===== src/dma_cfg_defs.svh =====
// offsets, field positions, reset values and timing counts of the dma slice
`ifndef DMA_CFG_DEFS_SVH
`define DMA_CFG_DEFS_SVH

`define DMA_REASON_OFS     8'h50
`define DMA_IRQ_EN_OFS     8'h54
`define DMA_EP_SEL_OFS     8'h58
`define DMA_STROBE_OFS     8'h60
`define DMA_BURST_OFS      8'h64

`define DMA_IRQ_EN_RST     16'h0000
`define DMA_IRQ_EN_WMASK   16'h1f1e
`define DMA_TEST_STATUS_BIT 15

`define DMA_EP_SEL_RST     4'h0
`define DMA_EP_DIR_BIT     0
`define DMA_EP_NUM_LSB     1
`define DMA_EP_NUM_MSB     3

`define DMA_STROBE_RST     5'h1f
`define DMA_STROBE_MSB     4

`define DMA_BURST_RST      13'h0000
`define DMA_BURST_MSB      12

`define DMA_MASTER_MODE    2'h3

`define DMA_MCLK_PERIOD_PS 10000
`define DMA_INT_CYCLE_PS   33300
`define DMA_INT_CYCLE_CLKS \
   ((`DMA_INT_CYCLE_PS + `DMA_MCLK_PERIOD_PS - 1) / `DMA_MCLK_PERIOD_PS)

`endif


===== src/dma_cfg_pkg.sv =====
// types shared by the dma configuration slice
package dma_cfg_pkg;

   typedef struct packed {
      logic [7:0]  addr;
      logic        wr;
      logic        rd;
      logic [15:0] wdata;
   } host_req_t;

   typedef struct packed {
      logic [2:0] dma_ep_number;
      logic       dma_direction;
   } ep_sel_t;

   typedef enum logic [1:0] {
      generic_dma_mode_slave,
      mode_rsvd_1,
      mode_rsvd_2,
      master_dma_mode
   } dma_mode_t;

endpackage


===== src/dma_irq_endpoint_strobe_ctrl.sv =====
// dma interrupt enables, endpoint select, strobe timing and burst count
`timescale 1ns/1ps
`include "dma_cfg_defs.svh"

module dma_irq_endpoint_strobe_ctrl (
   // clock and reset
   input  wire logic                  mclk,
   input  wire logic                  sys_rst,
   input  wire logic                  usb_bus_reset,
   // host register port
   input  wire dma_cfg_pkg::host_req_t host_req,
   output logic [15:0]                rdata,
   output logic                       rd_valid,
   // reason register outside
   input  wire logic [15:0]           reason_bits,
   output logic [15:0]                reason_clear,
   input  wire logic                  test_status_readonly,
   // dma engine
   input  wire dma_cfg_pkg::dma_mode_t dma_mode,
   input  wire logic                  strobe_start,
   output logic                       strobe,
   output dma_cfg_pkg::ep_sel_t       ep_sel,
   output logic [12:0]                burst_length_count,
   output logic                       dma_irq
);

   logic [15:0] irq_en;
   logic [4:0]  strobe_cycle_count;
   logic        wr_en;
   logic        wr_ep;
   logic        wr_strobe;
   logic        wr_burst;
   logic        wr_reason;
   logic        master_on;
   logic [15:0] next_rdata;
   logic [15:0] en_view;

   assign wr_en     = host_req.wr && (host_req.addr == `DMA_IRQ_EN_OFS);
   assign wr_ep     = host_req.wr && (host_req.addr == `DMA_EP_SEL_OFS);
   assign wr_strobe = host_req.wr && (host_req.addr == `DMA_STROBE_OFS);
   assign wr_burst  = host_req.wr && (host_req.addr == `DMA_BURST_OFS);
   assign wr_reason = host_req.wr && (host_req.addr == `DMA_REASON_OFS);
   assign master_on = (dma_mode == dma_cfg_pkg::master_dma_mode);

   //////////////////////////////////////////////////////////////////////////
   // interrupt enables; only bits 12:8 and 4:1 are storage
   always_ff @(posedge mclk or posedge sys_rst) begin
      if (sys_rst) begin
         irq_en <= `DMA_IRQ_EN_RST;
      end else if (usb_bus_reset) begin
         irq_en <= `DMA_IRQ_EN_RST;
      end else if (wr_en) begin
         irq_en <= host_req.wdata & `DMA_IRQ_EN_WMASK;
      end
   end

   // top bit shows the test status, never an enable
   always_comb begin
      en_view = irq_en;
      en_view[`DMA_TEST_STATUS_BIT] = test_status_readonly;
   end

   // reason store lives outside; a written one in bits 12:8 or 4:1 is passed on as a clear
   always_ff @(posedge mclk or posedge sys_rst) begin
      if (sys_rst) begin
         reason_clear <= 16'h0000;
      end else if (wr_reason) begin
         reason_clear <= host_req.wdata & `DMA_IRQ_EN_WMASK;
      end else begin
         reason_clear <= 16'h0000;
      end
   end

   // reason bit 15 has no enable, so it can never raise the line
   always_ff @(posedge mclk or posedge sys_rst) begin
      if (sys_rst) begin
         dma_irq <= 1'b0;
      end else begin
         dma_irq <= |(reason_bits & irq_en);
      end
   end

   //////////////////////////////////////////////////////////////////////////
   // endpoint select; keeping it off the general index is up to software
   always_ff @(posedge mclk or posedge sys_rst) begin
      if (sys_rst) begin
         ep_sel <= `DMA_EP_SEL_RST;
      end else if (usb_bus_reset) begin
         ep_sel <= `DMA_EP_SEL_RST;
      end else if (wr_ep) begin
         ep_sel.dma_ep_number <=
            host_req.wdata[`DMA_EP_NUM_MSB:`DMA_EP_NUM_LSB];
         ep_sel.dma_direction <= host_req.wdata[`DMA_EP_DIR_BIT];
      end
   end

   //////////////////////////////////////////////////////////////////////////
   // strobe timing and burst counter
   always_ff @(posedge mclk or posedge sys_rst) begin
      if (sys_rst) begin
         strobe_cycle_count <= `DMA_STROBE_RST;
      end else if (usb_bus_reset) begin
         strobe_cycle_count <= `DMA_STROBE_RST;
      end else if (wr_strobe) begin
         strobe_cycle_count <= host_req.wdata[`DMA_STROBE_MSB:0];
      end
   end

   always_ff @(posedge mclk or posedge sys_rst) begin
      if (sys_rst) begin
         burst_length_count <= `DMA_BURST_RST;
      end else if (usb_bus_reset) begin
         burst_length_count <= `DMA_BURST_RST;
      end else if (wr_burst) begin
         burst_length_count <= host_req.wdata[`DMA_BURST_MSB:0];
      end
   end

   // other modes time their strobes elsewhere, so starts are dropped here
   strobe_timer u_strobe (
      .mclk               (mclk),
      .sys_rst            (sys_rst),
      .start              (strobe_start && master_on),
      .strobe_cycle_count (strobe_cycle_count),
      .strobe             (strobe)
   );

   //////////////////////////////////////////////////////////////////////////
   // read back, one cycle after the request; unmapped reads give zero
   always_comb begin
      case (host_req.addr)
         `DMA_REASON_OFS: next_rdata = reason_bits;
         `DMA_IRQ_EN_OFS: next_rdata = en_view;
         `DMA_EP_SEL_OFS: next_rdata = {12'h000, ep_sel};
         `DMA_STROBE_OFS: next_rdata = {11'h000, strobe_cycle_count};
         `DMA_BURST_OFS:  next_rdata = {3'h0, burst_length_count};
         default:         next_rdata = 16'h0000;
      endcase
   end

   always_ff @(posedge mclk or posedge sys_rst) begin
      if (sys_rst) begin
         rdata    <= 16'h0000;
         rd_valid <= 1'b0;
      end else begin
         rd_valid <= host_req.rd;
         if (host_req.rd) begin
            rdata <= next_rdata;
         end
      end
   end

   //////////////////////////////////////////////////////////////////////////
   // checks
   property p_en_write;
      @(posedge mclk) disable iff (sys_rst)
         (wr_en && !usb_bus_reset) |=>
            irq_en == ($past(host_req.wdata) & `DMA_IRQ_EN_WMASK);
   endproperty
   a_en_write: assert property (p_en_write)
      else $error("enable register did not take masked write");

   property p_irq_gate;
      @(posedge mclk) disable iff (sys_rst)
         ##1 dma_irq == |($past(reason_bits) & $past(irq_en));
   endproperty
   a_irq_gate: assert property (p_irq_gate)
      else $error("interrupt not gated by enables");

   property p_bus_reset_clear;
      @(posedge mclk) disable iff (sys_rst)
         usb_bus_reset |=> (irq_en == 16'h0000) && (ep_sel == 4'h0)
            && (strobe_cycle_count == 5'h1f);
   endproperty
   a_bus_reset_clear: assert property (p_bus_reset_clear)
      else $error("bus reset did not restore registers");

   property p_reason_clear;
      @(posedge mclk) disable iff (sys_rst)
         wr_reason |=> reason_clear == ($past(host_req.wdata) & 16'h1f1e);
   endproperty
   a_reason_clear: assert property (p_reason_clear)
      else $error("reason write not forwarded as clear");

   property p_ep_write;
      @(posedge mclk) disable iff (sys_rst)
         (wr_ep && !usb_bus_reset) |=>
            ep_sel.dma_ep_number == $past(host_req.wdata[3:1]);
   endproperty
   a_ep_write: assert property (p_ep_write)
      else $error("endpoint number not taken from bits 3 to 1");

   property p_dir_write;
      @(posedge mclk) disable iff (sys_rst)
         (wr_ep && !usb_bus_reset) |=>
            ep_sel.dma_direction == $past(host_req.wdata[0]);
   endproperty
   a_dir_write: assert property (p_dir_write)
      else $error("direction not taken from bit 0");

   property p_master_only;
      @(posedge mclk) disable iff (sys_rst)
         (!strobe && !(strobe_start && master_on)) |=> !strobe;
   endproperty
   a_master_only: assert property (p_master_only)
      else $error("strobe started outside master dma mode");

   property p_burst_read;
      @(posedge mclk) disable iff (sys_rst)
         (host_req.rd && host_req.addr == `DMA_BURST_OFS) |=>
            rd_valid && rdata == {3'h0, $past(burst_length_count)};
   endproperty
   a_burst_read: assert property (p_burst_read)
      else $error("burst counter read back wrong");

   property p_irq_holds;
      @(posedge mclk) disable iff (sys_rst)
         (|(reason_bits & irq_en)) [*2] |-> dma_irq;
   endproperty
   a_irq_holds: assert property (p_irq_holds)
      else $error("interrupt dropped while a pair is active");

endmodule


===== src/strobe_timer.sv =====
// master dma strobe generator, (n+1) internal cycles long
`timescale 1ns/1ps
`include "dma_cfg_defs.svh"

module strobe_timer (
   // clock and reset
   input  wire logic       mclk,
   input  wire logic       sys_rst,
   // request
   input  wire logic       start,
   input  wire logic [4:0] strobe_cycle_count,
   // strobe
   output logic            strobe
);

   localparam int TICKS = `DMA_INT_CYCLE_CLKS;

   logic [2:0] tick;
   logic [4:0] left;
   logic       tick_end;
   logic       last;

   assign tick_end = (tick == 3'(TICKS - 1));
   assign last     = tick_end && (left == 5'h00);

   //////////////////////////////////////////////////////////////////////////
   // one internal cycle is rounded up to whole mclk periods
   always_ff @(posedge mclk or posedge sys_rst) begin
      if (sys_rst) begin
         tick <= 3'h0;
      end else if (!strobe || tick_end) begin
         tick <= 3'h0;
      end else begin
         tick <= tick + 3'h1;
      end
   end

   always_ff @(posedge mclk or posedge sys_rst) begin
      if (sys_rst) begin
         left <= 5'h00;
      end else if (!strobe && start) begin
         left <= strobe_cycle_count;
      end else if (strobe && tick_end) begin
         left <= left - 5'h01;
      end
   end

   always_ff @(posedge mclk or posedge sys_rst) begin
      if (sys_rst) begin
         strobe <= 1'b0;
      end else if (!strobe && start) begin
         strobe <= 1'b1;
      end else if (strobe && last) begin
         strobe <= 1'b0;
      end
   end

   //////////////////////////////////////////////////////////////////////////
   // checking helpers
   logic [9:0] hi_cnt;
   logic [4:0] len_q;

   always_ff @(posedge mclk or posedge sys_rst) begin
      if (sys_rst) begin
         hi_cnt <= 10'h000;
         len_q  <= 5'h00;
      end else if (!strobe && start) begin
         hi_cnt <= 10'h000;
         len_q  <= strobe_cycle_count;
      end else if (strobe) begin
         hi_cnt <= hi_cnt + 10'h001;
      end
   end

   property p_strobe_len;
      @(posedge mclk) disable iff (sys_rst)
         (strobe && last) |->
            (hi_cnt + 10'h001) == 10'((len_q + 10'h001) * TICKS);
   endproperty
   a_strobe_len: assert property (p_strobe_len)
      else $error("strobe length not (n+1) internal cycles");

   property p_tick_period;
      @(posedge mclk) disable iff (sys_rst)
         $rose(strobe) |-> (tick == 3'h0) ##3 tick_end;
   endproperty
   a_tick_period: assert property (p_tick_period)
      else $error("internal cycle tick misaligned at strobe start");

endmodule


===== config.mk =====
export PLATFORM = sky130hd
export DESIGN_NAME = dma_irq_endpoint_strobe_ctrl
export DESIGN_NICKNAME = d
export VERILOG_FILES = /design/src/dma_cfg_pkg.sv /design/src/dma_irq_endpoint_strobe_ctrl.sv /design/src/strobe_timer.sv
export VERILOG_INCLUDE_DIRS = /design/src
export SDC_FILE = /design/constraint.sdc
export NUM_CORES = 1
export LEC_CHECK = 0
export BUFFER_PORTS_ARGS = -buffer_cell sky130_fd_sc_hd__buf_4
export CAP_MARGIN = 20
export CELL_PAD_IN_SITES_DETAIL_PLACEMENT = 0
export CELL_PAD_IN_SITES_GLOBAL_PLACEMENT = 2
export CORE_MARGIN = 1
export CORE_UTILIZATION = 31
export CTS_CLUSTER_SIZE = 12
export DETAILED_ROUTE_END_ITERATION = 7
export GPL_ROUTABILITY_DRIVEN = 0
export PLACE_DENSITY = 0.78
export SYNTH_ARGS = -nofsm -noshare
export SYNTH_HDL_FRONTEND = slang
export SYNTH_SLANG_ARGS = --single-unit

===== constraint.sdc =====
create_clock -name mclk -period 2.4 [get_ports mclk]
set_clock_uncertainty 0.05 [all_clocks]
set_input_delay 0.36 -clock mclk [delete_from_list [all_inputs] [get_ports mclk]]
set_output_delay 0.36 -clock mclk [all_outputs]
set_load 0.05 [all_outputs]

Yosys cells after proc, flatten, opt, wreduce, memory -nomap -nowiden
Index checks and enable logic that the tools add are counted.

word-level totals
  flip-flop bits (word level) = 81
  word-level logic and storage cells = 57
  output and inout bits = 52
  input port bits = 49

operators by class
  eq/ne operators = 7
  $add $sub $neg = 2
  bitwise logic cells = 1
  muxes and demuxes = 15
  reductions and logical operators = 20

operators by type and width
  operator                                           count
  one-hot mux 16 bit (5 select lines)                1
  == test 8 x 7 -> 1 bit (second input constant)     5
  2-to-1 mux 13 bit                                  3
  2-to-1 mux 16 bit                                  2
  2-to-1 mux 5 bit                                   4
  AND 16 bit                                         1
  OR reduction 16 bit                                1
  nonzero test 2 bit                                 6
  logical AND 1 bit                                  10
  2-to-1 mux 4 bit                                   2
  logical NOT 5 bit                                  1
  subtractor 5 x 1 -> 5 bit (second input constant)  1
  adder 3 x 1 -> 3 bit (second input constant)       1
  == test 3 x 2 -> 1 bit (second input constant)     1
  2-to-1 mux 3 bit                                   1
  == test 2 bit (second input constant)              1
  2-to-1 mux 1 bit                                   2
  logical NOT 1 bit                                  1
  logical OR 1 bit                                   1

Longest topological paths before layout
Gate-level depths: netlist of run 1.

  depth after elaboration = 5
  depth in mapped cells = 7
  gate-level depth less buffers = 6

Modules after synthesis
A second synthesis of run 1 with hierarchy kept.

unflattened totals
  cells, all modules = 321
  area total of the unflattened synthesis = 3236.9 µm²

by module, submodules not included
  module                        area each (µm²)  times used  sequential area each (µm²)  cells an instance
  dma_irq_endpoint_strobe_ctrl  2777.7           1           1457.6                      275
  strobe_timer                  459.2            1           225.2                       46

Worst setup path after synthesis of run 1
No wires, ideal clock.

  path kind = reg-to-reg
  start = register u_strobe.strobe
  end = register u_strobe.left[2]
  stages on the path, launching flop included = 5
  library setup time = 0.126 ns
  arrival time = 1.528 ns
  slack = 0.696 ns
  path buffers = 1
  data required time = 2.224 ns
  period minus slack after synthesis = 1.704 ns
  cell sequence = dfrtp_1 and4b_1 clkbuf_1 a21oi_1 a221o_1

on the way
  cells in the longest elaborated chain, start to end = 3
  elaborated cells between the ends (all ways) = 5
  classes of those cells = mux: 1; reduce/logical: 4

RTL lines
  element                                                 RTL line            RTL
  from (decl)                                             strobe_timer.sv:13  output logic strobe
  from (signal assigned)                                  strobe_timer.sv:50  strobe <= 1'b0;
  from (signal assigned)                                  strobe_timer.sv:52  strobe <= 1'b1;
  from (signal assigned)                                  strobe_timer.sv:54  strobe <= 1'b0;
  logical NOT 1 bit                                       strobe_timer.sv:41  end else if (!strobe && start) begin
  logical AND 1 bit                                       n/a
  2-to-1 mux 5 bit or nonzero test 2 bit (tied branches)  n/a
  to (signal assigned)                                    strobe_timer.sv:42  left <= strobe_cycle_count;
  to (signal assigned)                                    strobe_timer.sv:44  left <= left - 5'h01;
  to (decl)                                               strobe_timer.sv:19  logic [4:0] left;

Several ways; a longest one is shown, not always the timed one.
A chain may end at the register's enable or synchronous reset.

Final worst setup path of run 1
  start = input host_req[23] in the netlist's numbering
  end = register rdata[13]

on the way
  cells in the longest elaborated chain, start to end = 2
  elaborated cells between the ends (all ways) = 6
  classes of those cells = eq/ne: 5; mux: 1

RTL lines
  element                                RTL line                             RTL
  from (decl)                            dma_irq_endpoint_strobe_ctrl.sv:11   input wire dma_cfg_pkg::host_req_t host_req,
  == test 8 x 7 -> 1 bit                 dma_irq_endpoint_strobe_ctrl.sv:131  case (host_req.addr)
  one-hot mux 16 bit (5 select lines) *  dma_irq_endpoint_strobe_ctrl.sv:131
  to (signal assigned)                   dma_irq_endpoint_strobe_ctrl.sv:148  rdata <= next_rdata;
  to (decl)                              dma_irq_endpoint_strobe_ctrl.sv:12   output logic [15:0] rdata,

Mark *: on every way between the ends. The rest lies on a longest branch, timed or not.

==> metrics.md, run 1 <==
| Metric | Value |
|---|---|
| Status | completed |
| Setup TNS | 0 ps |
| Post-cts resize count | 0 |
| Design Area, Final | 4350 um2 |
| Core area | 10300 um2 |
| Synth area leaders | dfrtp_1, mux2i_1, nor2_1 |
| Syn Area/Cell | 10.7 um2 |
| #FFs+latches synth | 67 |
| Hold crit path type | input port to asynchronous set/reset pin |
| Vias per Instance | 4.94 |
| FFs w/ async S/R, synth | 100% |
| Setup repair bufs after CTS | 0 |
| Area of the die | 11000 um2 |
| Max-Cap Viols | 0 |
| DR WL/cell | 16.1 um |
| Top cell type's share of synthesized area | 47.2% |
| Layout cells sized above 1 | 33.9% |
| CTS Hold Bufs | 0 |
| PD cells | 695 nW/um2 |
| Worst-path clk slew | 80 ps |
| Sequential share of the synthesized area | 51.2% |
| H-tree depth | 3 |
| # nets final | 448 |
| Worst-skew pair later-pin latency | 340 ps |
| Die span in x | 105 um |
| Max Clock Freq | 0.619 GHz |
| Top FF cell, synth | dfrtp_1 |
| Crit path DAT | 1840 ps |
| Num rows | 37 |
| Placed inst area | 4080 um2 |
| Crit path max fanout | 7 |
| Worst EP required | 2620 ps |
| Via count | 2655 |
| Total grt overflow | 0 |
| Synth cell types | 47 |
| VDD IR-drop max | 0.285 mV |
| Post-synth EDFFs | 0 |
| First-pass iteration count of the detailed router | 4 |
| Yosys top cell by area | dfrtp_1 |
| Initial antenna violation count | 0 |
| Final-report max-slew violation count | 0 |
| Total global-route track usage | 16.6% |
| Synth Warn # | 0 |
| DIE HEIGHT | 105 um |
| Critical path class | input port to flip-flop |
| Initial core utilization | 31.9% |
| Synthesis-to-layout area growth | 32.4% |
| Syn Inst Count | 306 |
| P_leak | 2.26 nW |
| Final setup fails | 0 |
| Remaining antenna violation count after routing | 0 |
| DRC violations left | 0 |
| IO Port Bufs | 90 |
| Clock Path Buffers | 2 |
| Drt total wl | 8620 um |
| # diodes | 0 |
| Unrepaired setup endpoints after global routing | no |
| Detailed-placement wirelength estimate | 6080 um |
| Post-route minimum period | 1610 ps |
| Vias in the first global route | 2575 |
| Final Hold Viols | 0 |
| Largest net degree at the start of global routing | 68 |
| CTS tree | done |
| Startpoint types | input port |
| Synth Cell Area | 3290 um2 |
| Global-route wire length before repair | 14100 um |
| Num ports | 101 |
| Critical Path Sink Type | flip-flop |
| Root Buffer | clkbuf_8 |
| Tcrit/Tclk final | 67.3% |
| Total CTS buffers | 9 |
| Iteration-0 DRC Markers | 87 |
| Clock Sinks | 67 |
## where the power goes
part	switching [mW]	total, mW	internal (mW)
combinational	0.276	0.481	0.205
sequential	0.0611	1.27	1.21
clock	0.451	1.28	0.826
## per-stage QoR
stage | hold WS (ps) | cells | util, % | total power, mW | setup slack, ps
2_1_floorplan | 341 | 312 | - | 1.62 | 315
3_3_place_gp | 370 | 521 | 39.5 | 1.76 | 461
3_5_place_dp | 382 | 521 | 39.5 | 1.78 | 440
4_1_cts | 41.6 | 537 | 42.2 | 3.07 | 799
5_1_grt | 47.7 | 537 | 42.2 | 3.19 | 666
6_report | 37.2 | 537 | 42.2 | 3.03 | 785
## worst paths after layout
kind                                                            to  slack (ps)  cells past startpoint                    startpoint
worst max-delay path                         rdata[13]$_DFFE_PP0P_         790                      6                  host_req[23]
worst min-delay path            burst_length_count[11]$_DFFE_PP0P_          40                      3                       sys_rst
worst min register to register          u_strobe.tick[0]$_DFF_PP0_         390                      1    u_strobe.tick[0]$_DFF_PP0_
max in group asynchronous        strobe_cycle_count[2]$_DFFE_PP1P_        1930                      3                       sys_rst
worst max register to register         u_strobe.strobe$_DFFE_PP0P_         810                      6  u_strobe.left[0]$_DFFE_PP0P_
min in group mclk                            rdata[14]$_DFFE_PP0P_         190                      3               reason_bits[14]
## registers in the layout, summed over array words and instances (netlist names), 3 cells and up
| register | flops |
|---|---|
| strobe_cycle_count | 5 |
| ep_sel | 4 |
| u_strobe.left | 5 |
| rdata | 16 |
| burst_length_count | 13 |
| u_strobe.tick | 3 |
| reason_clear | 9 |
| irq_en | 9 |
## critical path, stage by stage
cell     delay (ps)
buf_4           130
or4bb_4         590
nor3_4          340
buf_4           250
nand3_1          80
o21ai_0          80
## metal layers
metal / routed length [um] / global-route usage [%]
met5: 0 / 0
met4: 56 / 3.92
met3: 517 / 4.49
met2: 3820 / 25.3
met1: 4230 / 23.3
## cell usage in the layout (no fill, tap or decap), drive strengths merged, types with 6 or more instances in the layout
cell / instances
mux2i: 29
nor3: 6
o22ai: 9
inv: 24
buf: 99
a22oi: 9
and3: 10
dfrtp: 62
nand3: 9
conb: 7
o21ai: 7
nand2: 8
clkbuf: 10
nor2: 40
## logic make-up after synthesis
group                    count (synthesis)  share of synthesized area (%)
XOR/XNOR                                 3                          0.799
AO/OA/AOI/OAI                           57                           12.7
buffers and inverters                   50                           7.88
multiplexers                            34                           10.5
AND/OR/NAND/NOR                         91                           15.6
adder cells (fa/ha/maj)                  3                           1.14
other                                    1                          0.114
flip-flops                              67                           51.2
## Yosys cell counts (6+ instances only)
master and count:
dfrtp_1 62, nor2_1 40, mux2i_1 29, inv_1 24, and3_1 10, a22oi_1 9
buf_4 9, nand3_1 9, o22ai_1 9, nand2_1 8, clkbuf_1 7, o21ai_0 7
buf_2 6
## area by class of cell
type	count	area [um2]
inverters	24	90.1
repair buffers	99	768
well taps	136	170
flip-flops and latches	67	1680
clock inverters	6	136
clock buffers	10	138
multi-input cells	195	1370
fillers	993	5970
(Power assumes the default switching activity.)
==> run 2: changes to the inputs <==
- ABC_AREA: default -> 1
- CORE_UTILIZATION: 31 -> 28
- PLACE_DENSITY: 0.78 -> 0.79
- clock period: 2.4 -> 1.5 ns (I/O delays scaled with it)
==> metrics.md, run 2 <==
| Metric | Value |
|---|---|
| Status | completed (unchanged) |
| # nets final | 570 (was 448) |
| Unrepaired setup endpoints after global routing | no (unchanged) |
| Critical Path Sink Type | flip-flop (unchanged) |
| Die span in x | 109 um (was 105 um) |
| First-pass iteration count of the detailed router | 4 (unchanged) |
| Clock Path Buffers | 2 (unchanged) |
| Total grt overflow | 0 (unchanged) |
| Total CTS buffers | 9 (unchanged) |
| PnR worst setup slack | 130 ps (was 785 ps) |
| Synth area leaders | dfrtp_1, nand2_1, nand3_1 (was dfrtp_1, mux2i_1, nor2_1) |
| Placed inst area | 4130 um2 (was 4080 um2) |
| Post-synth EDFFs | 0 (unchanged) |
| Clock Sinks | 67 (unchanged) |
| Detailed-placement wirelength estimate | 6440 um (was 6080 um) |
| Vias in the first global route | 2717 (was 2575) |
| Cell with the most instances after synthesis | nand2_1 (was dfrtp_1) |
| Final Hold Viols | 0 (unchanged) |
| Hold crit path type | input port to flip-flop (was input port to asynchronous set/reset pin) |
| Setup TNS | 0 ps (unchanged) |
| Register Area | 1680 um2 (unchanged) |
| Core area | 11000 um2 (was 10300 um2) |
| Initial antenna violation count | 0 (unchanged) |
| Critical path class | flip-flop to flip-flop (was input port to flip-flop) |
| Total global-route track usage | 15.8% (was 16.6%) |
| FFs w/ async S/R, synth | 100% (unchanged) |
| Max reg flops | 16 (unchanged) |
| Largest net degree at the start of global routing | 68 (unchanged) |
| Top cell type's share of synthesized area | 48.2% (was 47.2%) |
| Via count | 2871 (was 2655) |
| Footprint of the multi-input gates | 1250 um2 (was 1370 um2) |
| Num rows | 38 (was 37) |
| Setup repair bufs after CTS | 0 (unchanged) |
| Final-report max-slew violation count | 0 (unchanged) |
| Sequential share of the synthesized area | 52.3% (was 51.2%) |
| Worst-path clk slew | 60 ps (was 80 ps) |
| Post-Route Utilization | 40.1% (was 42.2%) |
| Tcrit/Tclk final | 91.3% |
| DP Worst Slack | -23.1 ps (was 440 ps) |
| #FFs+latches synth | 67 (unchanged) |
| Startpoint types | flip-flop (was input port) |
| Initial core utilization | 29.2% (was 31.9%) |
| PD cells | 1010 nW/um2 (was 695 nW/um2) |
| Remaining antenna violation count after routing | 0 (unchanged) |
| Max Clock Freq | 0.730 GHz |
| VDD IR-drop max | 0.400 mV (was 0.285 mV) |
| Synth cell types | 29 (was 47) |
| Most common cell after layout, fill and taps aside | nand2_1 (was buf_4) |
| Syn Area/Cell | 7.83 um2 (was 10.7 um2) |
| Post-route minimum period | 1370 ps |
| CTS tree | done (unchanged) |
| Largest regs | rdata x16, burst_length_count x13 (unchanged) |
| Worst-skew pair later-pin latency | 330 ps (was 340 ps) |
| Design Area, Final | 4420 um2 (was 4350 um2) |
| HP Start | host_req[5] |
| Top FF cell, synth | dfrtp_1 (unchanged) |
| Crit path max fanout | 6 (was 7) |
| Drt total wl | 8710 um (was 8620 um) |
| Worst EP required | 1700 ps (was 2620 ps) |
| Vias per Instance | 4.33 (was 4.94) |
| P_leak | 2.43 nW (was 2.26 nW) |
| Global-route wire length before repair | 14100 um (about the same) |
| Final setup fails | 0 (unchanged) |
| Num ports | 101 (unchanged) |
| Synth cell count leaders | nand2_1, dfrtp_1, inv_1 (was dfrtp_1, nor2_1, mux2i_1) |
| Reg-to-Reg Start | u_strobe.tick[0]$_DFF_PP0_ (was u_strobe.left[0]$_DFFE_PP0P_) |
| DR WL/cell | 13.1 um (was 16.1 um) |
| Iteration-0 DRC Markers | 195 (was 87) |
| Synthesis-to-layout area growth | 37.4% (was 32.4%) |
| Synth Cell Area | 3220 um2 (was 3290 um2) |
| Fillers | 1176 (was 993) |
| DIE HEIGHT | 109 um (was 105 um) |
| Syn Inst Count | 411 (was 306) |
| Yosys top cell by area | dfrtp_1 (unchanged) |
| Crit path DAT | 1570 ps (was 1840 ps) |
| CP Launch Point | u_strobe.tick[0]$_DFF_PP0_ (was host_req[23]) |
| Synth Warn # | 0 (unchanged) |
| Area of the die | 11900 um2 (was 11000 um2) |
| # diodes | 0 (unchanged) |
| Most flop-heavy register | rdata (unchanged) |
| IO Port Bufs | 90 (unchanged) |
| DRC violations left | 0 (unchanged) |
| H-tree depth | 3 (unchanged) |
| Most frequent cells in the layout | nand2_1, buf_4, dfrtp_1, inv_1, nand3_1 (was buf_4, dfrtp_1, nor2_1, mux2i_1, inv_1) |
| Layout cells sized above 1 | 26.6% (was 33.9%) |
| Root Buffer | clkbuf_16 (was clkbuf_8) |
| Max-Cap Viols | 0 (unchanged) |
[run 2: cells by family after synthesis]
logic type / Yosys count / synth area share, %
simple gates: 235 / 30.1
flops: 67 / 52.3
buf+inv: 66 / 9.53
compound gates: 39 / 6.81
fa+ha+maj: 3 / 1.17
other cells: 1 / 0.117
[run 2: report_power, final]
group | internal (mW) | switching (mW)
Combinational | 0.199 | 0.405
Sequential | 1.88 | 0.0512
Clock | 1.15 | 0.768
[run 2: worst paths after layout]
kind	endpoint	slack, ps	depth (start not counted)
min	burst_length_count[5]$_DFFE_PP0P_	70	3
max	u_strobe.left[2]$_DFFE_PP0P_	130	7
min in group asynchronous	burst_length_count[2]$_DFFE_PP0P_	510	4
max in group asynchronous	strobe_cycle_count[4]$_DFFE_PP1P_	580	4
max reg2reg	u_strobe.left[2]$_DFFE_PP0P_	130	7
min reg2reg	u_strobe.tick[0]$_DFF_PP0_	380	1
[run 2: metrics by stage]
step                power (mW)  hold WS, ps  cells
finish                    4.45         72.8    663
floorplan                 2.31          206    417
CTS                       4.52         65.7    663
global route              4.67         66.3    663
detailed placement        2.57          310    646
global placement          2.57          306    646
[run 2: final cells by class]
class,count,share of cell area [%]
clock buffer,11,5.49
multi-input combinational,284,28.4
clock inverter,5,0.680
inverter,49,4.30
tap,140,3.96
sequential,67,38.1
timing repair buffer,107,19.1
[run 2: worst max-delay path, cell delays in order (launching register included)]
cell,delay (ps)
dfrtp_1,380
ha_1,200
ha_1,200
nand2_2,140
nand2_2,100
o21ai_0,80
nand2_1,60
o211ai_1,70
[run 2: layer usage]
| metal | track usage [%] | wire [um] | vias to the layer above | part of all wire [%] |
|---|---|---|---|---|
| li1 | - | - | 1480 | - |
| met4 | 6.00 | 121 | 0 | 1.4 |
| met5 | 0 | 0 | - | 0 |
| met2 | 22.8 | 3740 | 76 | 43 |
| met3 | 3.65 | 504 | 10 | 5.8 |
| met1 | 22.8 | 4340 | 1305 | 50 |
[run 2: what timing repair did]
item	4_1_cts	5_1_grt
resized for setup	0	2
endpoints found under the hold margin	62	0
endpoints found under the setup margin	0	5
hold buffers	1	0
==> run 3: changes to the inputs <==
- SETUP_SLACK_MARGIN: default -> 0.15
==> metrics.md, run 3 (synthesized netlist as in run 2, its figures left out) <==
| Metric | Value |
|---|---|
| Status | completed (unchanged) |
| Max-Cap Viols | 0 (unchanged) |
| Layout cells sized above 1 | 28.6% (was 26.6%) |
| Critical path class | flip-flop to output port (was flip-flop to flip-flop) |
| Final-report max-slew violation count | 0 (unchanged) |
| Area of the die | 11900 um2 (unchanged) |
| Die span in x | 109 um (unchanged) |
| Crit path DAT | 1060 ps (was 1570 ps) |
| CP Launch Point | u_strobe.strobe$_DFFE_PP0P_ (was u_strobe.tick[0]$_DFF_PP0_) |
| PD cells | 999 nW/um2 (was 1010 nW/um2) |
| Buf/Inv on CP | 2 (was 0) |
| Startpoint types | flip-flop (unchanged) |
| Unrepaired setup endpoints after global routing | yes (was no) |
| # diodes | 0 (unchanged) |
| Worst EP required | 1220 ps (was 1700 ps) |
| Final Power | 4.45 mW (about the same) |
| Total CTS buffers | 9 (unchanged) |
| Hold crit path type | input port to flip-flop (unchanged) |
| Largest regs | rdata x16, burst_length_count x13 (unchanged) |
| Final setup fails | 0 (unchanged) |
| Critical Path Sink Type | output port (was flip-flop) |
| Largest stage delay on the critical path | 420 ps (was 380 ps) |
| Num rows | 38 (unchanged) |
| Worst-skew pair later-pin latency | 330 ps (about the same) |
| First-pass iteration count of the detailed router | 4 (unchanged) |
| Worst path depth | 2 (was 7) |
| Root Buffer | clkbuf_16 (unchanged) |
| Design Area, Final | 4460 um2 (was 4420 um2) |
| Power share of the sequential group | 43.3% (about the same) |
| Setup TNS | 0 ps (unchanged) |
| RR Endpoint | u_strobe.tick[2]$_DFF_PP0_ (was u_strobe.left[2]$_DFFE_PP0P_) |
| Drt total wl | 8840 um (was 8710 um) |
| DP Worst Slack | -38.3 ps (was -23.1 ps) |
| Core area | 11000 um2 (unchanged) |
| Final Hold Viols | 0 (unchanged) |
| Placed inst area | 4110 um2 (was 4130 um2) |
| Worst setup path endpoint | strobe (was u_strobe.left[2]$_DFFE_PP0P_) |
| Internal power | 3.23 mW (about the same) |
| Largest net degree at the start of global routing | 68 (unchanged) |
| DIE HEIGHT | 109 um (unchanged) |
| Clock Power Share | 43.2% (about the same) |
| Reg-to-Reg Start | u_strobe.tick[0]$_DFF_PP0_ (unchanged) |
| P_leak | 2.45 nW (was 2.43 nW) |
| Via count | 2902 (was 2871) |
| Post-route minimum period | 1340 ps (was 1370 ps) |
| NetSw | 1.23 mW (was 1.22 mW) |
| Clock Path Buffers | 2 (unchanged) |
| Remaining antenna violation count after routing | 0 (unchanged) |
| Detailed-placement wirelength estimate | 6590 um (was 6440 um) |
| Most flop-heavy register | rdata (unchanged) |
| Worst-path clk slew | 50 ps (was 60 ps) |
| Crit-path leading delay family | flip-flops (was adder cells) |
| Worst path cell trace | buf_4 -> buf_4 (was ha_1 -> ha_1 -> nand2_2 -> nand2_2 -> o21ai_0 -> nand2_1 -> o211ai_1) |
| Initial core utilization | 29.2% (unchanged) |
| Combinational share of power | 13.5% (about the same) |
| DRC violations left | 0 (unchanged) |
| Vias in the first global route | 2719 (was 2717) |
| Most frequent cells in the layout | nand2_1, buf_4, dfrtp_1, inv_1, nand3_1 (unchanged) |
| Num ports | 101 (unchanged) |
| Total grt overflow | 0 (unchanged) |
| # nets final | 575 (was 570) |
| CTS tree | done (unchanged) |
| PnR worst setup slack | 161 ps (was 130 ps) |
| Most frequent CP cell | buf_4 |
| Initial antenna violation count | 0 (unchanged) |
| Worst Reg-to-Reg Cells | 4 (was 7) |
| Reg2reg setup slack | 190 ps (was 130 ps) |
| Tcrit/Tclk final | 89.2% (was 91.3%) |
| Synthesis-to-layout area growth | 38.5% (was 37.4%) |
| DR WL/cell | 13.2 um (was 13.1 um) |
| CP max stage cell | dfrtp_2 (was dfrtp_1) |
| H-tree depth | 3 (unchanged) |
| Max reg flops | 16 (unchanged) |
| Most common cell after layout, fill and taps aside | nand2_1 (unchanged) |
| Crit path max fanout | 4 (was 6) |
| VDD IR-drop max | 0.605 mV (was 0.400 mV) |
| IO Port Bufs | 90 (unchanged) |
| Vias per Instance | 4.34 (was 4.33) |
| Iteration-0 DRC Markers | 216 (was 195) |
| Sw Share | 27.5% (about the same) |
| Max Clock Freq | 0.747 GHz (was 0.730 GHz) |
| Total global-route track usage | 15.9% (was 15.8%) |
| Clock Sinks | 67 (unchanged) |
| Global-route wire length before repair | 14000 um (was 14100 um) |
| Post-Route Utilization | 40.4% (was 40.1%) |
[run 3: cell types whose count changed in the layout (fill, tap and decap cells not counted), sizes merged]
cell	before	now
buf	106	111
clkinv	5	7
clkinvlp	3	1
[run 3: routing by layer]
| layer | vias up | GRT usage [%] | part of all wire (%) |
|---|---|---|---|
| li1 | 1492 | - | - |
| met3 | 13 | 3.11 | 5.3 |
| met4 | 0 | 6.86 | 1.5 |
| met2 | 72 | 23.4 | 44 |
| met1 | 1325 | 22.5 | 49 |
| met5 | - | 0 | 0 |
[run 3: worst min-delay path by stage]
stage            startpoint                           endpoint  slack, ps  depth (start not counted)
2_1_floorplan  host_req[16]                 rd_valid$_DFF_PP0_        210                          0
3_3_place_gp        sys_rst              ep_sel[1]$_DFFE_PP0P_        310                          3
3_5_place_dp        sys_rst              ep_sel[2]$_DFFE_PP0P_        310                          3
4_1_cts         host_req[6]  burst_length_count[6]$_DFFE_PP0P_         60                          3
5_1_grt         host_req[6]  burst_length_count[6]$_DFFE_PP0P_         70                          3
6_report        host_req[5]  burst_length_count[5]$_DFFE_PP0P_         70                          3
[run 3: final cells by class]
class | count | area, um2
timing repair buffer | 112 | 856
multi-input combinational | 284 | 1280
fill | 1168 | 6570
sequential | 67 | 1680
clock buffer | 11 | 243
clock inverter | 5 | 28.8
inverter | 49 | 190
tap | 140 | 175
[run 3: worst register-to-register path, stage by stage, from the launching register on]
cell	delay (ps)
dfrtp_1	380
ha_1	200
ha_2	190
or2_2	340
nor2_1	100
[run 3: stage by stage]
step / hold slack, ps / cells
floorplan: 206 / 417
global placement: 309 / 646
detailed placement: 312 / 646
CTS: 61.9 / 665
global route: 73.7 / 668
finish: 70.6 / 668
[run 3: what timing repair did]
item / in CTS / in global routing
hold buffers: 1 / 0
pin swaps: 1 / 1
gates resized for setup: 4 / 7
hold endpoints to repair: 62 / 0
setup buffers: 2 / 3
setup endpoints to repair: 5 / 13
[run 3: power by group through the flow]
stage	sequential (mW)	clock, mW	combinational, mW
6_report	1.93	1.92	0.601
5_1_grt	1.94	2.08	0.653
4_1_cts	1.93	1.99	0.611
3_5_place_dp	1.96	0	0.607
3_3_place_gp	1.96	0	0.606
2_1_floorplan	2.10	0	0.212
